**config.mk**
```make
export PLATFORM = sky130hd
export DESIGN_NAME = rx_serial_control
export DESIGN_NICKNAME = d
export VERILOG_FILES = /design/src/core/rx_ctl_pkg.sv /design/src/core/cal_timer.sv /design/src/core/rx_serial_control.sv
export SDC_FILE = /design/constraint.sdc
export NUM_CORES = 1
export LEC_CHECK = 0
export ABC_AREA = 1
export BUFFER_PORTS_ARGS = -buffer_cell sky130_fd_sc_hd__buf_4
export CORE_UTILIZATION = 39
export CTS_BUF_LIST = sky130_fd_sc_hd__clkbuf_4 sky130_fd_sc_hd__clkbuf_8
export DETAILED_ROUTE_END_ITERATION = 8
export SYNTH_ARGS = -nofsm -noshare
export SYNTH_HDL_FRONTEND = slang
export SYNTH_SLANG_ARGS = --single-unit
```
**constraint.sdc**
```tcl
create_clock -name core_clk -period 17.2 [get_ports core_clk]
set_input_delay 2.58 -clock core_clk [delete_from_list [all_inputs] [get_ports core_clk]]
set_output_delay 2.58 -clock core_clk [all_outputs]
set_load 0.02 [all_outputs]
```
**src/core/rx_ctl_pkg.sv**
```systemverilog
// Constants and types shared by the receiver serial control block
package rx_ctl_pkg;

  localparam int ADDR_BITS  = 6;
  localparam int REG_BITS   = 12;
  localparam int CF_BITS    = 18;
  localparam int STD_XFER   = 18;
  localparam int CF_XFER    = 24;
  localparam int CNT_BITS   = 6;
  localparam int CAL_DIV    = 16;
  localparam int OFF_PER_W  = 8;
  localparam int MUTE_PER_W = 10;

  localparam logic [5:0] ADDR_ONE   = 6'h20;
  localparam logic [5:0] ADDR_TWO   = 6'h21;
  localparam logic [5:0] ADDR_THREE = 6'h22;
  localparam logic [5:0] ADDR_FOUR  = 6'h23;
  localparam logic [5:0] ADDR_FIVE  = 6'h24;
  localparam logic [5:0] ADDR_CF    = 6'h25;
  localparam logic [5:0] ADDR_RESET = 6'h1f;

  localparam logic [11:0] RST_ONE   = 12'h044;
  localparam logic [11:0] RST_TWO   = 12'h400;
  localparam logic [11:0] RST_THREE = 12'h080;
  localparam logic [11:0] RST_FOUR  = 12'h124;
  localparam logic [11:0] RST_FIVE  = 12'h60a;
  localparam logic [17:0] RST_CF    = 18'h0a0f0;

  // Writable bits; reserved bits stay zero
  localparam logic [11:0] MASK_ONE   = 12'h7ff;
  localparam logic [11:0] MASK_TWO   = 12'hfbf;
  localparam logic [11:0] MASK_THREE = 12'h3fc;
  localparam logic [11:0] MASK_FOUR  = 12'h3ff;
  localparam logic [11:0] MASK_FIVE  = 12'he0f;

  localparam int ONE_CLK_HALF = 5;
  localparam int ONE_OSC_SEL  = 4;
  localparam int ONE_OSC_ON   = 3;
  localparam int ONE_BUF_SRC  = 2;
  localparam int ONE_TEST_LSB = 0;
  localparam int TWO_KICK     = 11;
  localparam int TWO_AUTO     = 10;
  localparam int TWO_MUTE     = 9;
  localparam int TWO_SW_OVR   = 8;
  localparam int TWO_TX_OVR   = 7;
  localparam int TWO_CALV_LSB = 4;
  localparam int TWO_TXV_LSB  = 2;
  localparam int TWO_GPO_LSB  = 0;
  localparam int THREE_PER_LSB = 2;
  localparam int FOUR_PER_LSB  = 0;

  localparam logic [1:0] TEST_NORMAL = 2'h0;
  localparam logic [1:0] TEST_SHIFT  = 2'h1;
  localparam logic [1:0] TEST_OSCCNT = 2'h2;
  localparam logic [1:0] TEST_CNT2   = 2'h3;

  typedef struct packed {
    logic       transmit_band_select;
    logic       buffer_soft_enable;
    logic [2:0] amp_input_select;
    logic       oscillator_band_route;
    logic [3:0] filter_fine_gain;
    logic [1:0] filter_coarse_atten;
    logic       stage_two_gain_step;
    logic       stage_three_gain_step;
    logic [1:0] output_buffer_gain;
    logic       zero_if_select;
    logic       amp_bypass;
  } filter_gain_s;

endpackage : rx_ctl_pkg

```
**src/core/cal_timer.sv**
```systemverilog
// Calibration interval timer counting divided calibration clock ticks
`timescale 1ns/1ps
`default_nettype none
module cal_timer #(
  parameter int W = 8
) (
  input  wire logic         core_clk,
  input  wire logic         rst_q,
  input  wire logic         start,
  input  wire logic         tick,
  input  wire logic [W-1:0] period,
  output var  logic         running,
  output var  logic         done
);
  logic [W-1:0] count;

  always_ff @(posedge core_clk or negedge rst_q) begin
    if (!rst_q) begin
      count   <= '0;
      running <= 1'b0;
      done    <= 1'b0;
    end else begin
      done <= 1'b0;
      if (start) begin
        count   <= '0;
        running <= 1'b1;
      end else if (running && tick) begin
        // A period of zero ends at the first tick
        if ({1'b0, count} + 1'b1 >= {1'b0, period}) begin
          running <= 1'b0;
          done    <= 1'b1;
        end else begin
          count <= count + 1'b1;
        end
      end
    end
  end
endmodule : cal_timer
`default_nettype wire

```
**src/core/rx_serial_control.sv**
```systemverilog
// Serial register bank, calibration timers and output override logic
// Notes on behaviour
// - Receive enable rise with switch override on forces outputs until mute timer ends, except while transmit override drives them.
// - During that window output 1 is value bit 0, output 2 bit 1.
// - Transmit override drives outputs from its value while transmit enable is high.
// - Otherwise outputs follow the general output field bits 0 and 1.
// - First six bits address registers 0x20..0x25; 0x26 and 0x27 are reserved.
// - Ordinary transfer is 18 bits; filter gain transfer is 24 bits.
// - Padding may sit between address and data; data is the final bits.
// - Writing the reset address restores every register default.
// - Select idles high, goes low for a transfer; bits taken on clock rise.
// - Shifted data lands in a register only on select rising.
// - Halving bit divides the calibration clock input by two.
// - Oscillator follows receive enable, or the soft-on bit when source select set.
// - Transmit buffers follow transmit enable or filter register bit 16.
// - Test select picks normal, shift data, oscillator counter MSB or counter two.
// - Kick bit starts calibration on load then clears itself; needs receive enable.
// - Automatic bit starts calibration on every receive enable rise.
// - Amplifier mute bit disables all amplifiers during the mute period.
// - Offset period counts divided ticks, then offset cancel loop freezes.
// - Mute period counts divided ticks, then amplifiers and switches return.
// - Amplifier select enables one amplifier for codes 0..3, none for 4 and 5.
// - Zero-IF bit picks low-IF or direct conversion; bypass bit bypasses amplifier.
// - Timers advance once per 16 calibration clock cycles after halving.
// - Offset result holds after the period until next calibration.
// - Receive enable high activates the chip, low deactivates it.
`timescale 1ns/1ps
`default_nettype none
module rx_serial_control
  import rx_ctl_pkg::*;
(
  input  wire logic   core_clk,
  input  wire logic   rst_n,
  input  wire logic   serial_select_n,
  input  wire logic   serial_clock,
  input  wire logic   serial_data_input,
  input  wire logic   cal_clock_in,
  input  wire logic   receive_enable,
  input  wire logic   transmit_enable,
  input  wire logic   osc_cal_count_msb,
  output var  logic   general_output_1,
  output var  logic   general_output_2,
  output var  logic [3:0] amp_enable,
  output var  logic   amp_bypass,
  output var  logic   low_if_mode,
  output var  logic   direct_conversion_mode,
  output var  logic   oscillator_on,
  output var  logic   tx_buffer_enable,
  output var  logic   transmit_band_select,
  output var  logic   chip_active,
  output var  logic   offset_cancel_run,
  output var  filter_gain_s filter_gain,
  output var  logic [11:0] trim_config,
  output var  logic [11:0] bias_config
);

  typedef enum logic {SER_IDLE, SER_SHIFT} ser_state_e;

  logic       rst_s1;
  logic       rst_q;
  logic [6:0] pin_s1;
  logic [6:0] pin_s2;
  logic [6:0] pin_d;

  // Reset release through two flops
  always_ff @(posedge core_clk or negedge rst_n) begin
    if (!rst_n) begin
      rst_s1 <= 1'b0;
      rst_q  <= 1'b0;
    end else begin
      rst_s1 <= 1'b1;
      rst_q  <= rst_s1;
    end
  end

  // Pin synchronisers; pin_d is a delayed copy for edge detection
  always_ff @(posedge core_clk or negedge rst_q) begin
    if (!rst_q) begin
      pin_s1 <= 7'h01;
      pin_s2 <= 7'h01;
      pin_d  <= 7'h01;
    end else begin
      pin_s1 <= {osc_cal_count_msb, transmit_enable, receive_enable, cal_clock_in,
                 serial_data_input, serial_clock, serial_select_n};
      pin_s2 <= pin_s1;
      pin_d  <= pin_s2;
    end
  end

  logic sel_n_s;
  logic sclk_rise;
  logic sdi_s;
  logic cal_rise;
  logic rx_s;
  logic rx_rise;
  logic tx_s;
  logic osc_msb_s;
  logic sel_rise;

  assign sel_n_s   = pin_s2[0];
  assign sclk_rise = pin_s2[1] & ~pin_d[1];
  assign sdi_s     = pin_s2[2];
  assign cal_rise  = pin_s2[3] & ~pin_d[3];
  assign rx_s      = pin_s2[4];
  assign rx_rise   = pin_s2[4] & ~pin_d[4];
  assign tx_s      = pin_s2[5];
  assign osc_msb_s = pin_s2[6];
  assign sel_rise  = pin_s2[0] & ~pin_d[0];

  // Serial shifter
  ser_state_e          ser_state;
  logic [CNT_BITS-1:0] bit_count;
  logic [5:0]          addr;
  logic [CF_BITS-1:0]  shift;

  always_ff @(posedge core_clk or negedge rst_q) begin
    if (!rst_q) begin
      ser_state <= SER_IDLE;
      bit_count <= '0;
      addr      <= '0;
      shift     <= '0;
    end else begin
      unique case (ser_state)
        SER_IDLE: begin
          if (!sel_n_s) begin
            ser_state <= SER_SHIFT;
            bit_count <= '0;
          end
        end
        SER_SHIFT: begin
          if (sel_n_s) begin
            ser_state <= SER_IDLE;
          end else if (sclk_rise) begin
            if (bit_count < CNT_BITS'(ADDR_BITS)) begin
              addr <= {addr[4:0], sdi_s};
            end
            shift <= {shift[CF_BITS-2:0], sdi_s};
            if (bit_count != '1) begin
              bit_count <= bit_count + 1'b1;
            end
          end
        end
      endcase
    end
  end

  logic load_std;
  logic load_cf;
  logic load_rst;

  // Commit only on select rising, with enough bits for the target
  assign load_std = sel_rise && ser_state == SER_SHIFT
                    && bit_count >= CNT_BITS'(STD_XFER);
  assign load_cf  = sel_rise && ser_state == SER_SHIFT
                    && bit_count >= CNT_BITS'(CF_XFER) && addr == ADDR_CF;
  assign load_rst = sel_rise && ser_state == SER_SHIFT
                    && bit_count >= CNT_BITS'(ADDR_BITS) && addr == ADDR_RESET;

  logic [11:0]  cfg_one;
  logic [11:0]  cfg_two;
  logic [11:0]  cfg_three;
  logic [11:0]  cfg_four;
  logic [11:0]  cfg_five;
  filter_gain_s cfg_cf;
  logic [11:0]  wdata;

  assign wdata = shift[REG_BITS-1:0];

  always_ff @(posedge core_clk or negedge rst_q) begin
    if (!rst_q) begin
      cfg_one   <= RST_ONE;
      cfg_two   <= RST_TWO;
      cfg_three <= RST_THREE;
      cfg_four  <= RST_FOUR;
      cfg_five  <= RST_FIVE;
      cfg_cf    <= filter_gain_s'(RST_CF);
    end else if (load_rst) begin
      cfg_one   <= RST_ONE;
      cfg_two   <= RST_TWO;
      cfg_three <= RST_THREE;
      cfg_four  <= RST_FOUR;
      cfg_five  <= RST_FIVE;
      cfg_cf    <= filter_gain_s'(RST_CF);
    end else begin
      // Reserved addresses match nothing and reserved bits are masked
      if (load_std && addr == ADDR_ONE) cfg_one <= wdata & MASK_ONE;
      if (load_std && addr == ADDR_TWO) begin
        cfg_two <= wdata & MASK_TWO;
      end else if (cfg_two[TWO_KICK]) begin
        cfg_two[TWO_KICK] <= 1'b0;
      end
      if (load_std && addr == ADDR_THREE) cfg_three <= wdata & MASK_THREE;
      if (load_std && addr == ADDR_FOUR) cfg_four <= wdata & MASK_FOUR;
      if (load_std && addr == ADDR_FIVE) cfg_five <= wdata & MASK_FIVE;
      if (load_cf) cfg_cf <= filter_gain_s'(shift);
    end
  end

  // Calibration time base
  logic       half_phase;
  logic       cal_pulse;
  logic [3:0] div_count;
  logic       cal_tick;

  assign cal_pulse = cal_rise & (~cfg_one[ONE_CLK_HALF] | half_phase);

  always_ff @(posedge core_clk or negedge rst_q) begin
    if (!rst_q) begin
      half_phase <= 1'b0;
      div_count  <= '0;
      cal_tick   <= 1'b0;
    end else begin
      if (cal_rise) half_phase <= ~half_phase;
      cal_tick <= 1'b0;
      if (cal_pulse) begin
        div_count <= div_count + 1'b1;
        if (div_count == 4'(CAL_DIV - 1)) cal_tick <= 1'b1;
      end
    end
  end

  logic cal_start;
  logic mute_start;
  logic off_running;
  logic mute_running;
  logic mute_done;

  assign cal_start  = (cfg_two[TWO_AUTO] & rx_rise)
                      | (cfg_two[TWO_KICK] & rx_s);
  assign mute_start = cal_start | rx_rise;

  cal_timer #(.W(OFF_PER_W)) u_off_timer (
    .core_clk (core_clk),
    .rst_q    (rst_q),
    .start    (cal_start),
    .tick     (cal_tick),
    .period   (cfg_three[THREE_PER_LSB +: OFF_PER_W]),
    .running  (off_running),
    .done     ()
  );

  cal_timer #(.W(MUTE_PER_W)) u_mute_timer (
    .core_clk (core_clk),
    .rst_q    (rst_q),
    .start    (mute_start),
    .tick     (cal_tick),
    .period   (cfg_four[FOUR_PER_LSB +: MUTE_PER_W]),
    .running  (mute_running),
    .done     (mute_done)
  );

  // Calibration override window
  logic cal_ovr;
  logic tx_ovr;

  always_ff @(posedge core_clk or negedge rst_q) begin
    if (!rst_q) begin
      cal_ovr <= 1'b0;
    end else if (rx_rise && cfg_two[TWO_SW_OVR]) begin
      cal_ovr <= 1'b1;
    end else if (mute_done) begin
      cal_ovr <= 1'b0;
    end
  end

  assign tx_ovr = cfg_two[TWO_TX_OVR] & tx_s;

  logic [1:0] next_gpo;
  logic [3:0] next_amp;

  always_comb begin
    if (tx_ovr) begin
      next_gpo = cfg_two[TWO_TXV_LSB +: 2];
    end else if (cal_ovr) begin
      next_gpo = cfg_two[TWO_CALV_LSB +: 2];
    end else begin
      next_gpo = cfg_two[TWO_GPO_LSB +: 2];
    end
    unique case (cfg_one[ONE_TEST_LSB +: 2])
      TEST_NORMAL: next_gpo[0] = next_gpo[0];
      TEST_SHIFT:  next_gpo[0] = shift[0];
      TEST_OSCCNT: next_gpo[0] = osc_msb_s;
      TEST_CNT2:   next_gpo[0] = mute_running;
    endcase
    next_amp = 4'h0;
    if (!cfg_cf.amp_input_select[2]) begin
      next_amp[cfg_cf.amp_input_select[1:0]] = 1'b1;
    end
    if (cfg_two[TWO_MUTE] && mute_running) begin
      next_amp = 4'h0;
    end
  end

  // Registered outputs
  always_ff @(posedge core_clk or negedge rst_q) begin
    if (!rst_q) begin
      general_output_1       <= 1'b0;
      general_output_2       <= 1'b0;
      amp_enable             <= 4'h0;
      amp_bypass             <= 1'b0;
      low_if_mode            <= 1'b1;
      direct_conversion_mode <= 1'b0;
      oscillator_on          <= 1'b0;
      tx_buffer_enable       <= 1'b0;
      transmit_band_select   <= 1'b0;
      chip_active            <= 1'b0;
      offset_cancel_run      <= 1'b0;
      filter_gain            <= filter_gain_s'(RST_CF);
      trim_config            <= RST_ONE;
      bias_config            <= RST_FIVE;
    end else begin
      general_output_1       <= next_gpo[0];
      general_output_2       <= next_gpo[1];
      amp_enable             <= next_amp;
      amp_bypass             <= cfg_cf.amp_bypass;
      low_if_mode            <= ~cfg_cf.zero_if_select;
      direct_conversion_mode <= cfg_cf.zero_if_select;
      oscillator_on          <= cfg_one[ONE_OSC_SEL] ? cfg_one[ONE_OSC_ON] : rx_s;
      tx_buffer_enable       <= cfg_one[ONE_BUF_SRC] ? tx_s
                                : cfg_cf.buffer_soft_enable;
      transmit_band_select   <= cfg_cf.transmit_band_select;
      chip_active            <= rx_s;
      // Loop frozen when low; the result is held analog side
      offset_cancel_run      <= off_running;
      filter_gain            <= cfg_cf;
      trim_config            <= cfg_one;
      bias_config            <= cfg_five;
    end
  end
endmodule : rx_serial_control
`default_nettype wire

```
======== Word-level counts from Yosys, hierarchy flattened ========
Index checks and enable logic that the tools add are counted.
Widths: inputs -> output; s select.
word-level totals
  logic and storage cells ................. 190
  bits in registers ....................... 207
cells by class
  add/subtract/negate cells ............... 6
  order comparisons ....................... 8
  bitwise logic cells ..................... 20
  multiplexer cells ....................... 47
  reductions and logical operators ........ 35
  eq/ne operators ......................... 18
operators by type and width
  operator               number
  $mux 10                7
  $mux 12                5
  $eq 6x6->1 const B     6
  $mux 18                2
  $mux 6                 4
  $mux 8                 3
  $reduce_bool 2->1      11
  $mux 1                 18
  $logic_and 1x1->1      16
  $ge 6x5->1 const B     2
  $pmux 6 s2             1
  $add 10x1->11 const B  1
  $ge 11x10->1           1
  $mux 11                1
  $add 10x1->10 const B  1
  $ne 2x2->1 const B     5
  $add 8x1->9 const B    1
  $ge 9x8->1             1
  $not 1->1              9
  $add 8x1->8 const B    1
  $and 1x1->1            8
  $mux 4                 2
  $reduce_and 2->1       4
  $reduce_and 4->1       2
  other kinds (18)       22

======== Logic depth before layout (Yosys ltp) ========
Gate-level depths: netlist of the first run.
  depth after elaboration ................. 7
  mapped depth ............................ 17
  mapped depth without buffers ............ 17

======== Hierarchy ========
From an unflattened synthesis of the first run, not the netlist that was laid out.
second synthesis, totals
  cell total of the unflattened synthesis .. 924
  area total of the unflattened synthesis .. 8311.7 um2
modules (own cells, without submodules)
  module                     area each (um2)  cells an instance  times used
  rx_serial_control          6423.7           648                1
  cal_timer at u_mute_timer  1093.5           165                1
  cal_timer at u_off_timer   794.5            111                1

======== Worst setup path after synthesis of the first run ========
OpenSTA, ideal clock, no wires.
  path type ............................... reg2out
  from .................................... register filter_gain[0] (netlist bit)
  to ...................................... output filter_gain[0] (netlist bit)
  stages on the path, launching flop included .. 2
  path slack .............................. 14.007 ns
  arrival ................................. 0.613 ns
  data required time ...................... 14.620 ns
  cell sequence ........................... dfrtp_1 buf_4
RTL lines
  element                 line                      text
  from (decl)             rx_serial_control.sv:52   output var filter_gain_s filter_gain,
  from (signal assigned)  rx_serial_control.sv:308  filter_gain <= filter_gain_s'(RST_CF);
  from (signal assigned)  rx_serial_control.sv:325  filter_gain <= cfg_cf;
No word-level cell between the ends.

======== Worst setup path in the final report of the first run ========
  from .................................... register filter_gain[6] (netlist bit)
  to ...................................... output filter_gain[6] (netlist bit)
No word-level cell between the ends.

==> results of run 1 <==
-- state kept, by name, indices dropped and copies added (netlist names), 3 cells and up --
name / flops
bit_count: 6
cfg_five: 7
cfg_four: 10
pin_d: 3
amp_enable: 4
div_count: 4
shift: 18
cfg_cf: 18
cfg_two: 11
cfg_one: 11
cfg_three: 8
addr: 6
u_mute_timer.count: 10
filter_gain: 18
trim_config: 11
bias_config: 7
pin_s1: 7
pin_s2: 7
u_off_timer.count: 8
-- cell usage after synthesis (6+ instances only) --
cell type  count  area [um2]
nand2_1      224         841
dfrtp_1      157        3930
inv_1         94         353
nand3_1       80         400
nor2_1        70         263
o21ai_0       55         275
dfstp_2       33         867
ha_1          23         288
a21oi_1       16        80.1
xor2_1        15         131
buf_4         10        75.1
clkbuf_1       9        33.8
buf_2          7        35.0
nor3_1         6        30.0
-- placed cells by master (no fill, tap or decap), types with 5 or more instances in the layout --
cell,Yosys,routed
buf_4,10,61
nand2_1,224,224
nor3_1,6,6
dfrtp_1,157,156
dfstp_2,33,33
ha_1,23,23
nand4_1,5,5
nor2_1,70,70
o21ai_0,55,55
inv_1,94,94
nand3_1,80,80
xor2_1,15,15
clkbuf_8,0,19
a21oi_1,16,16
conb_1,2,7
-- where the power goes --
group          switching [W]  total (W)  internal (W)
Clock               0.000173   0.000288      0.000116
Sequential         0.0000180   0.000487      0.000469
Combinational      0.0000545  0.0000800     0.0000255
Total               0.000245   0.000855      0.000610
-- cells by family after synthesis --
family / Yosys count
DFF: 190
buffers and inverters: 125
adders and majority gates: 23
and+or+nand+nor: 399
other: 2
AOI/OAI and AO/OA: 86
xor gates and xnor gates: 17
-- cell type report --
type | instances | area (um2)
clock inverter | 12 | 123
timing repair buffer | 61 | 458
inverter | 98 | 368
sequential | 190 | 4800
multi-input combinational | 532 | 2600
tap | 265 | 332
fill | 1969 | 10700
clock buffer | 20 | 269
-- layer usage --
metal | routed length (um) | up-vias
met4 | 278 | 0
met5 | 0 | -
met1 | 7680 | 2596
met3 | 774 | 22
li1 | - | 2773
met2 | 7110 | 97
-- through the flow --
| stage | area (um2) | utilization, % | hold WS, ns |
|---|---|---|---|
| final | 8940 | 45.5 | 0.356 |
| after global routing | 8940 | 45.5 | 0.368 |
| after CTS | 8940 | 45.5 | 0.359 |
| after detailed placement | 8550 | 43.5 | 0.336 |
| after global placement | 8550 | 43.5 | 0.333 |
| after floorplan | 7920 | - | 0.331 |
-- how the worst max path moves through the flow --
stage | depth (start not counted) | from | endpoint | slack [ns]
CTS | 1 | filter_gain[6] | filter_gain[6] | 13.44
finish | 1 | filter_gain[6] | filter_gain[6] | 13.48
global route | 1 | filter_gain[5] | filter_gain[5] | 13.42
floorplan | 0 | rst_q | addr[0] | 11.57
detailed placement | 1 | bias_config[9] | bias_config[9] | 13.99
global placement | 1 | filter_gain[15] | filter_gain[15] | 14.00
==> key figures, run 1 <==
Pwr
  • Leakage: 4.61 nW
  • VDD IR max: about 50 uV
  • Power Density: 95.6 nW/um2
  • Total chip power: around 0.00086 W

Setup path
  • CP Cell Sequence: buf_4
  • Buf/Inv on CP: 1
  • CP arrival: around 1.1 ns
  • CP top delay family: flip-flops
  • Crit-path max FO: 1
  • Reg2reg end: u_mute_timer.count[1]
  • R2r worst-path depth: 8
  • Startpoint Class: flip-flop
  • Reg2reg start: pin_s2[4]
  • CP Class: reg -> out
  • Crit path max-delay cell type: dfstp_2
  • CP max stage delay: between 0.5 and 0.6 ns
  • Setup slack, reg-to-reg: between 10 and 15 ns
  • Worst EP required: around 15 ns
  • CP endpoint kind: primary output

Clock tree
  • TritonCTS clock tree: built
  • H-tree levels: 4
  • Cts bufs inserted: 17
  • CTS Buffer Depth: 2
  • Postcts setup bufs: 0
  • CTS clk-pin slew, worst paths: 0.10 ns
  • Clock sinks: 190
  • Hold_buf cts: 0
  • Root Buffer: clkbuf_8
  • Post-CTS sizing: 0
  • Worst-Skew Late Latency: around 0.48 ns

Synth
  • Xor/xnor share of the synthesized area: under 10%
  • Post-Synthesis Cells: around 840
  • Top FF cell, synth: dfrtp_1
  • Post-synth EDFFs: 0
  • Mapped cell area: a little under 8000 um2
  • Async S/R FF share, synth: 100%
  • Yosys reg bits: 190
  • Post-Synth Adder-Cell Area: around 3.6%
  • Largest family of logic cells by synthesized area: simple AND/OR/NAND/NOR gates
  • Synth Warn #: 0
  • Synth Area in Compound Gates: roughly 5.8%
  • Mux cell area share after synthesis: 0%
  • Simple-gate share of the synthesized area: a little over a fifth
  • Post-synth cell types: 34
  • Mean Syn Cell Area: roughly 9.4 um2
  • Seq/Total Area, Yosys: about three fifths

Global routing
  • Met2 Use GR: about a quarter
  • Largest net degree at the start of global routing: 73
  • Initial antenna violation count: 0
  • Vias in the first global route: roughly 5100
  • Met1 Resource Use GR: 24.4%
  • Met3 GRT Util: about 3.1%
  • Global-route wire length before repair: between 20 and 30 mm
  • Overall Global Routing Usage: 17.0%
  • Overflow after GRT: 0
  • GRT busiest layer: met2

STA
  • Period minus WS final: 3.72 ns
  • Setup ws final: between 10 and 15 ns
  • Worst-Margin Slew: around 0.96 ns
  • Fin. Hold Viols: 0
  • RSZ-0062 raised after global routing: no
  • Setup TNS: 0 ns
  • Clock skew: 0.0175 ns
  • Final worst path period share: between 20% and 30%
  • Setup Viol. Count Final: 0
  • Max Clk Rate: 269 MHz
  • Final Max Tran Viols: 0
  • Rel. slew slack: 35.9%

Placed design
  • Pre-CTS setup slack: between 10 and 15 ns
  • Port bufs: 58
  • DP Cell Count: between 1000 and 1500
  • RD Place Congestion: slightly above 0.8
  • Dpl hpwl: between 10 and 15 mm

Worst hold path
  • Hold Path End: pin_s2[6]
  • Hold path cells: 0
  • HP Class: reg -> reg
  • Worst Hold Launch: pin_s1[6]

Floorplan
  • Core Box Area: 19700 um2
  • Initial core utilization: between 40% and 50%
  • Chip height: roughly 140 um
  • Die area: approximately 21000 um2
  • Num rows: 51
  • DIE WIDTH: between 100 and 150 um
  • Io pins: 65

Detailed routing
  • Initial DRT Pass Iterations: 4
  • Via/cell ratio: roughly 4.7
  • Starting DRT DRC Count: slightly above 400
  • Vias post-DR: ~5500
  • Total routed wirelength: approximately 16 mm
  • Wire per inst: roughly 13 um
  • Routed Antenna Nets: 0
  • # DRC: 0

Outcome
  • Outcome: completed

Cells and area
  • Non-filler cells, final: roughly 1200
  • # diodes: 0
  • Area Overhead vs Synth: 13.3%
  • Layout net count: roughly 930
  • Layout cells sized above 1: around 15%

Flow run
  • Maxcap violations: 0
Note: power is estimated with default switching activity, not from simulation.
==> run 2: changes to the inputs <==
--- a/config.mk
+++ b/config.mk
@@ -5,7 +5,7 @@
 export SDC_FILE = /design/constraint.sdc
 export NUM_CORES = 1
 export LEC_CHECK = 0
-export ABC_AREA = 1
+export ABC_AREA = 0
 export BUFFER_PORTS_ARGS = -buffer_cell sky130_fd_sc_hd__buf_4
 export CORE_UTILIZATION = 39
 export CTS_BUF_LIST = sky130_fd_sc_hd__clkbuf_4 sky130_fd_sc_hd__clkbuf_8
==> constraint.sdc (replaced) <==
create_clock -name core_clk -period 3.7 [get_ports core_clk]
set_input_delay 0.555 -clock core_clk [delete_from_list [all_inputs] [get_ports core_clk]]
set_output_delay 0.555 -clock core_clk [all_outputs]
set_load 0.02 [all_outputs]
==> run 2 against run 1 <==
Net effect: sequential cell count is the same; clock skew is essentially flat; clock power grew to 4.7 times the previous value; setup slack lost 13 ns; critical path depth grew 9; first-iteration DRC count shrank 34%; die area grew 1.4%; global-route usage shrank 0.84 points; critical endpoint is now u_mute_timer.count[3]; sequential power grew to 4.8 times the previous value; routed wire length shrank 0.23%.
==> key figures, run 2 <==
STA
  • Max Clk Rate: slightly above 300 MHz
  • Setup TNS: 0 ns (unchanged)
  • Worst-Margin Slew: 1.08 ns (was 0.961 ns)
  • Final Max Tran Viols: 0 (unchanged)
  • RSZ-0062 raised after global routing: no (unchanged)
  • Rel. slew slack: 27.5% (was 35.9%)
  • Setup Viol. Count Final: 0 (unchanged)
  • Fin. Hold Viols: 0 (unchanged)
  • Period minus WS final: roughly 3.2 ns
  • Final worst path period share: 86.7%
  • Clock skew: 0.0172 ns (was 0.0175 ns)

Setup path
  • Worst EP required: 4.09 ns (was 14.62 ns)
  • CP endpoint kind: flip-flop (was primary output)
  • CP arrival: 3.60 ns (was 1.14 ns)
  • Reg2reg start: u_mute_timer.count[0] (was pin_s2[4])
  • R2r worst-path depth: 10 (was 8)
  • Setup slack, reg-to-reg: 0.49 ns (was 14.14 ns)
  • Reg2reg end: u_mute_timer.count[3] (was u_mute_timer.count[1])
  • CP Class: reg -> reg (was reg -> out)
  • Startpoint Class: flip-flop (unchanged)
  • Crit-path max FO: 11 (was 1)

Detailed routing
  • Starting DRT DRC Count: 269 (was 407)
  • Routed Antenna Nets: 0 (unchanged)
  • Initial DRT Pass Iterations: 4 (unchanged)
  • Vias post-DR: 5179 (was 5488)
  • Via/cell ratio: 5.06 (was 4.66)
  • # DRC: 0 (unchanged)
  • Total routed wirelength: 15.8 mm (about the same)
  • Wire per inst: 15.4 um (was 13.4 um)

Clock tree
  • TritonCTS clock tree: built (unchanged)
  • CTS Buffer Depth: 2 (unchanged)
  • CTS clk-pin slew, worst paths: 0.11 ns (was 0.10 ns)
  • Worst-Skew Late Latency: 0.48 ns (about the same)
  • Post-CTS sizing: 0 (unchanged)
  • Clock sinks: 190 (unchanged)
  • Cts bufs inserted: 17 (unchanged)
  • Root Buffer: clkbuf_8 (unchanged)
  • H-tree levels: 4 (unchanged)

Cells and area
  • # diodes: 0 (unchanged)
  • Most frequent cells in the layout: 156 x dfrtp_1, 100 x nand2_1, 65 x buf_4 (was 224 x nand2_1, 156 x dfrtp_1, 94 x inv_1)
  • Regs by FF count: cfg_cf x18, filter_gain x18, shift x18 (unchanged)
  • Commonest non-fill, non-tap cell in the layout: dfrtp_1 (was nand2_1)
  • Area Overhead vs Synth: 13.6% (was 13.3%)
  • Layout cells sized above 1: 23.2% (was 15.0%)
  • Layout net count: 773 (was 932)
  • Design Area, Final: 9100 um2 (was 8940 um2)

Synth
  • Yosys reg bits: 190 (unchanged)
  • Synth Warn #: 0 (unchanged)
  • Largest cells by area after synthesis: dfrtp_1 49%, dfstp_2 11%, mux2i_1 4.9%, nand2_1 4.7%, mux2_2 3.8% (was dfrtp_1 50%, dfstp_2 11%, nand2_1 11%, nand3_1 5.1%, inv_1 4.5%)
  • Post-synth cell types: 64 (was 34)
  • Seq/Total Area, Yosys: 59.9% (was 60.7%)
  • Top FF cell, synth: dfrtp_1 (unchanged)
  • Post-synth top area share: 49.1% (was 49.8%)
  • Mapped cell area: 8010 um2 (was 7900 um2)
  • Async S/R FF share, synth: 100% (unchanged)
  • Post-synth EDFFs: 0 (unchanged)
  • Most frequent cell after synthesis: dfrtp_1 (was nand2_1)
  • Post-Synthesis Cells: 685 (was 842)
  • Area leader, netlist: dfrtp_1 (unchanged)
  • Mean Syn Cell Area: 11.7 um2 (was 9.38 um2)
  • Post-synth top cells: 157 x dfrtp_1, 100 x nand2_1, 47 x nor2_1 (was 224 x nand2_1, 157 x dfrtp_1, 94 x inv_1)

Floorplan
  • Die area: 21100 um2 (was 20800 um2)
  • Initial core utilization: 39.7% (was 40.2%)
  • DIE WIDTH: 145 um (was 144 um)
  • Chip height: 145 um (was 144 um)
  • Core Box Area: 20200 um2 (was 19700 um2)
  • Num rows: 52 (was 51)
  • Io pins: 65 (unchanged)

Global routing
  • Largest net degree at the start of global routing: 68 (was 73)
  • Overall Global Routing Usage: 16.1% (was 17.0%)
  • Vias in the first global route: 5225 (was 5106)
  • Global-route wire length before repair: 27.0 mm (was 26.6 mm)
  • Initial antenna violation count: 0 (unchanged)
  • Overflow after GRT: 0 (unchanged)

Placed design
  • RD Place Congestion: 0.780 (was 0.829)
  • Dpl hpwl: 10.8 mm (was 10.5 mm)
  • Port bufs: 58 (unchanged)
  • Area post-placement: 8690 um2 (was 8550 um2)

Pwr
  • Int Power: 0.00281 W (was 0.000610 W)
  • Power share of the clock group: 34.5% (was 33.7%)
  • Psw: 0.00108 W (was 0.000245 W)
  • Seq pwr share: 60.0% (was 56.9%)
  • Leakage: 4.49 nW (was 4.61 nW)
  • Power Density: 427 nW/um2 (was 95.6 nW/um2)
  • Switch share: 27.7% (was 28.7%)
  • Gate power share: 5.4% (was 9.4%)
  • VDD IR max: 228 uV (was 48.9 uV)

Worst hold path
  • Worst Hold Launch: serial_select_n (was pin_s1[6])
  • HP Class: in -> reg (was reg -> reg)
  • Hold Path End: pin_s1[0] (was pin_s2[6])
  • Hold path cells: 1 (was 0)

Outcome
  • Outcome: completed (unchanged)

Flow run
  • Maxcap violations: 0 (unchanged)
## run 2: worst max-delay path by stage
| stage | from | to | slack, ns |
|---|---|---|---|
| after floorplan | rst_q | addr[0] | 0.60 |
| after global placement | u_mute_timer.count[2] | u_mute_timer.count[3] | 0.64 |
| after detailed placement | u_mute_timer.count[0] | u_mute_timer.count[4] | 0.52 |
| after CTS | u_mute_timer.count[0] | u_mute_timer.count[4] | 0.48 |
| after global routing | u_mute_timer.count[0] | u_mute_timer.count[2] | 0.26 |
| final | u_mute_timer.count[0] | u_mute_timer.count[3] | 0.49 |
## run 2: metrics by stage
step | total power [W] | worst slack (ns) | utilization [%] | instances | hold WS [ns]
6_report | 0.00388 | 0.493 | 45.1 | 1024 | 0.176
3_3_place_gp | 0.00257 | 0.636 | 43.1 | 991 | 0.333
4_1_cts | 0.00394 | 0.482 | 45.1 | 1024 | 0.144
3_5_place_dp | 0.00259 | 0.519 | 43.1 | 991 | 0.336
5_1_grt | 0.00406 | 0.258 | 45.1 | 1024 | 0.144
2_1_floorplan | 0.00249 | 0.598 | - | 690 | 0.259
## run 2: timing repair
action / in CTS / in global routing
setup buffers: 0 / 0
endpoints found under the hold margin: 2 / 0
endpoints found under the setup margin: 0 / 0
hold buffers: 1 / 0
## run 2: kinds of logic (layout without fill, tap and decap cells)
| group | after synthesis | count (layout) | synth area share [%] |
|---|---|---|---|
| AND/OR/NAND/NOR | 225 | 225 | 13.5 |
| flip-flops | 190 | 190 | 59.9 |
| AO/OA/AOI/OAI | 98 | 98 | 8.28 |
| multiplexers | 67 | 67 | 8.95 |
| buffers and inverters | 62 | 126 | 3.73 |
| adder cells (fa/ha/maj) | 23 | 23 | 3.59 |
| XOR/XNOR | 18 | 18 | 1.97 |
| other | 2 | 7 | 0.0938 |
## run 2: layout make-up
type                    instances  area [um2]
fillers                      1886       11100
flip-flops and latches        190        4800
multi-input cells             438        2940
repair buffers                 67         518
well taps                     270         338
clock buffers                  18         248
clock inverters                14         150
inverters                      27         101
## run 2: routing by layer
metal	up-vias	part of all wire (%)	track usage, %
li1	2468	-	-
met1	2619	47	21.7
met2	75	48	25.6
met3	17	3.2	3.52
met4	0	1.7	6.05
met5	-	0	0
## run 2: critical path, stage by stage, from the launching register on
cell and delay (ns):
dfrtp_1 0.42, ha_1 0.27, nand3_2 0.17, nor2_1 0.29, xor2_1 0.21, ha_1 0.28
a21o_1 0.18, a21oi_2 0.17, or3b_1 0.52, or4_1 0.45, a21oi_1 0.16
## run 2: power by group through the flow
stage	clock (W)	combinational [W]	sequential [W]
after floorplan	0	0.000160	0.00233
after global placement	0	0.000205	0.00237
after detailed placement	0	0.000214	0.00238
after CTS	0.00139	0.000216	0.00233
after global routing	0.00147	0.000237	0.00236
final	0.00134	0.000212	0.00233
==> run 3: changes to the inputs <==
--- a/config.mk
+++ b/config.mk
@@ -7,6 +7,7 @@
 export LEC_CHECK = 0
 export ABC_AREA = 0
 export BUFFER_PORTS_ARGS = -buffer_cell sky130_fd_sc_hd__buf_4
+export CORE_MARGIN = 1.5
 export CORE_UTILIZATION = 39
 export CTS_BUF_LIST = sky130_fd_sc_hd__clkbuf_4 sky130_fd_sc_hd__clkbuf_8
 export DETAILED_ROUTE_END_ITERATION = 8
==> run 3 against run 2 <==
Net effect: first-iteration DRC count is 4.8% higher; largest power group unchanged; combinational power is 2% higher; register-to-register slack worse by 0.06 ns; clock power is 5% higher; sequential share of layout area is 0.45 points lower; critical endpoint unchanged; die area is 1.4% higher; clock skew is 0.0020 ns lower; highest routed layer unchanged; sequential cell count stayed put.
==> key figures, run 3 (synthesized netlist as in run 2, its figures left out) <==
Floorplan
  • DIE WIDTH: 146 um (was 145 um)
  • Core Box Area: 20200 um2 (unchanged)
  • Num rows: 52 (unchanged)
  • Die area: 21400 um2 (was 21100 um2)
  • Initial core utilization: 39.7% (unchanged)
  • Io pins: 65 (unchanged)
  • Chip height: 146 um (was 145 um)

Placed design
  • Dpl hpwl: 10.8 mm (about the same)
  • Port bufs: 58 (unchanged)
  • RD Place Congestion: 0.783 (was 0.780)

STA
  • Final Max Tran Viols: 0 (unchanged)
  • Rel. slew slack: 29.5% (was 27.5%)
  • Setup TNS: 0 ns (unchanged)
  • Setup Viol. Count Final: 0 (unchanged)
  • Period minus WS final: 3.27 ns (was 3.21 ns)
  • Worst-Margin Slew: 1.05 ns (was 1.08 ns)
  • Max Clk Rate: 306 MHz (was 312 MHz)
  • RSZ-0062 raised after global routing: no (unchanged)
  • Fin. Hold Viols: 0 (unchanged)
  • Hold slack: 0.172 ns (was 0.176 ns)
  • Final worst path period share: 88.2% (was 86.7%)
  • Clock skew: 0.0153 ns (was 0.0172 ns)

Global routing
  • Vias in the first global route: 5243 (was 5225)
  • Initial antenna violation count: 0 (unchanged)
  • Overflow after GRT: 0 (unchanged)
  • Global-route wire length before repair: 27.0 mm (about the same)
  • Largest net degree at the start of global routing: 67 (was 68)
  • Overall Global Routing Usage: 16.0% (was 16.1%)

Cells and area
  • Layout cells sized above 1: 23.6% (was 23.2%)
  • Area Overhead vs Synth: 14.6% (was 13.6%)
  • Most frequent cells in the layout: 156 x dfrtp_1, 100 x nand2_1, 68 x buf_4 (was 156 x dfrtp_1, 100 x nand2_1, 65 x buf_4)
  • Layout net count: 777 (was 773)
  • Regs by FF count: cfg_cf x18, filter_gain x18, shift x18 (unchanged)
  • Filler Cell Count: 1862 (was 1886)
  • Commonest non-fill, non-tap cell in the layout: dfrtp_1 (unchanged)
  • # diodes: 0 (unchanged)

Detailed routing
  • Via/cell ratio: 5.00 (was 5.06)
  • # DRC: 0 (unchanged)
  • Wire per inst: 15.5 um (was 15.4 um)
  • Starting DRT DRC Count: 282 (was 269)
  • Initial DRT Pass Iterations: 4 (unchanged)
  • Routed Antenna Nets: 0 (unchanged)
  • Total routed wirelength: 15.9 mm (was 15.8 mm)
  • Vias post-DR: 5135 (was 5179)

Worst hold path
  • Hold path cells: 1 (unchanged)
  • HP Class: in -> reg (unchanged)

Setup path
  • Crit-path max FO: 11 (unchanged)
  • R2r worst-path depth: 9 (was 10)
  • CP arrival: 3.65 ns (was 3.60 ns)
  • CP Class: reg -> reg (unchanged)
  • Startpoint Class: flip-flop (unchanged)
  • Worst EP required: 4.09 ns (about the same)
  • CP endpoint kind: flip-flop (unchanged)

Clock tree
  • TritonCTS clock tree: built (unchanged)
  • H-tree levels: 4 (unchanged)
  • CTS clk-pin slew, worst paths: 0.11 ns (about the same)
  • CTS Buffer Depth: 2 (unchanged)
  • Worst-Skew Late Latency: 0.48 ns (about the same)
  • Root Buffer: clkbuf_8 (unchanged)
  • Clock sinks: 190 (unchanged)
  • Cts bufs inserted: 17 (unchanged)

Pwr
  • Leakage: 4.53 nW (was 4.49 nW)
  • Power Density: 432 nW/um2 (was 427 nW/um2)
  • VDD IR max: 259 uV (was 228 uV)

Flow run
  • Maxcap violations: 0 (unchanged)

Outcome
  • Outcome: completed (unchanged)
-- run 3: cell count changes in the layout (fill, tap and decap cells not counted) --
cell	change
clkinvlp_4	+1
clkinv_2	-1
clkinv_4	-1
clkinv_8	+3
bufinv_16	+1
buf_12	+1
buf_4	+3
inv_8	-2
clkbuf_8	-1
-- run 3: stage by stage --
stage	cells	setup slack (ns)	util [%]	cell area, um2	total power, W
finish	1028	0.435	45.5	9180	0.00397
global route	1028	0.213	45.5	9180	0.00414
global placement	995	0.595	43.3	8730	0.00257
CTS	1028	0.425	45.5	9180	0.00402
floorplan	690	0.598	-	8030	0.00249
detailed placement	995	0.474	43.3	8730	0.00260
-- run 3: layer usage --
layer / global-route usage, % / share of wire (%) / vias to the layer above
li1: - / - / 2484
met1: 21.0 / 47 / 2557
met2: 26.6 / 48 / 81
met3: 3.13 / 3.0 / 13
met4: 5.00 / 1.3 / 0
met5: 0 / 0 / -
-- run 3: what timing repair did --
item,CTS,global route
hold endpoints to repair,2,0
hold buffers,1,0
setup buffers,0,0
gates resized for setup,0,0
-- run 3: critical path, stage by stage, from the launching register on --
cell	delay, ns
dfrtp_1	0.45
nand3_1	0.21
or2_2	0.37
nor3_1	0.33
xor2_1	0.20
ha_1	0.28
a21oi_2	0.20
or3b_1	0.53
or4_1	0.46
a21oi_1	0.15
-- run 3: area by class of cell --
type / count / area [um2] / area share, %
clock inverters: 15 / 200 / 2.18
well taps: 270 / 338 / 3.68
flip-flops and latches: 190 / 4800 / 52.3
multi-input cells: 438 / 2940 / 32.1
clock buffers: 17 / 234 / 2.55
inverters: 27 / 101 / 1.10
repair buffers: 71 / 561 / 6.11
-- run 3: worst paths after layout --
path	end	startpoint	slack (ns)
setup / recovery	u_mute_timer.count[3]	u_mute_timer.count[2]	0.43
setup reg to reg	u_mute_timer.count[3]	u_mute_timer.count[2]	0.43
min in group asynchronous	rst_q	rst_n	0.40
hold / removal	pin_s1[0]	serial_select_n	0.17
max in group asynchronous	cfg_one[2]	rst_q	2.32
hold reg to reg	pin_s2[6]	pin_s1[6]	0.36
-- run 3: power breakdown --
group	leakage, nW	switching, W	internal [W]
combinational	1.87	0.000105	0.000112
clock	0.207	0.000833	0.000579
sequential	2.45	0.000164	0.00217
total	4.53	0.00110	0.00286
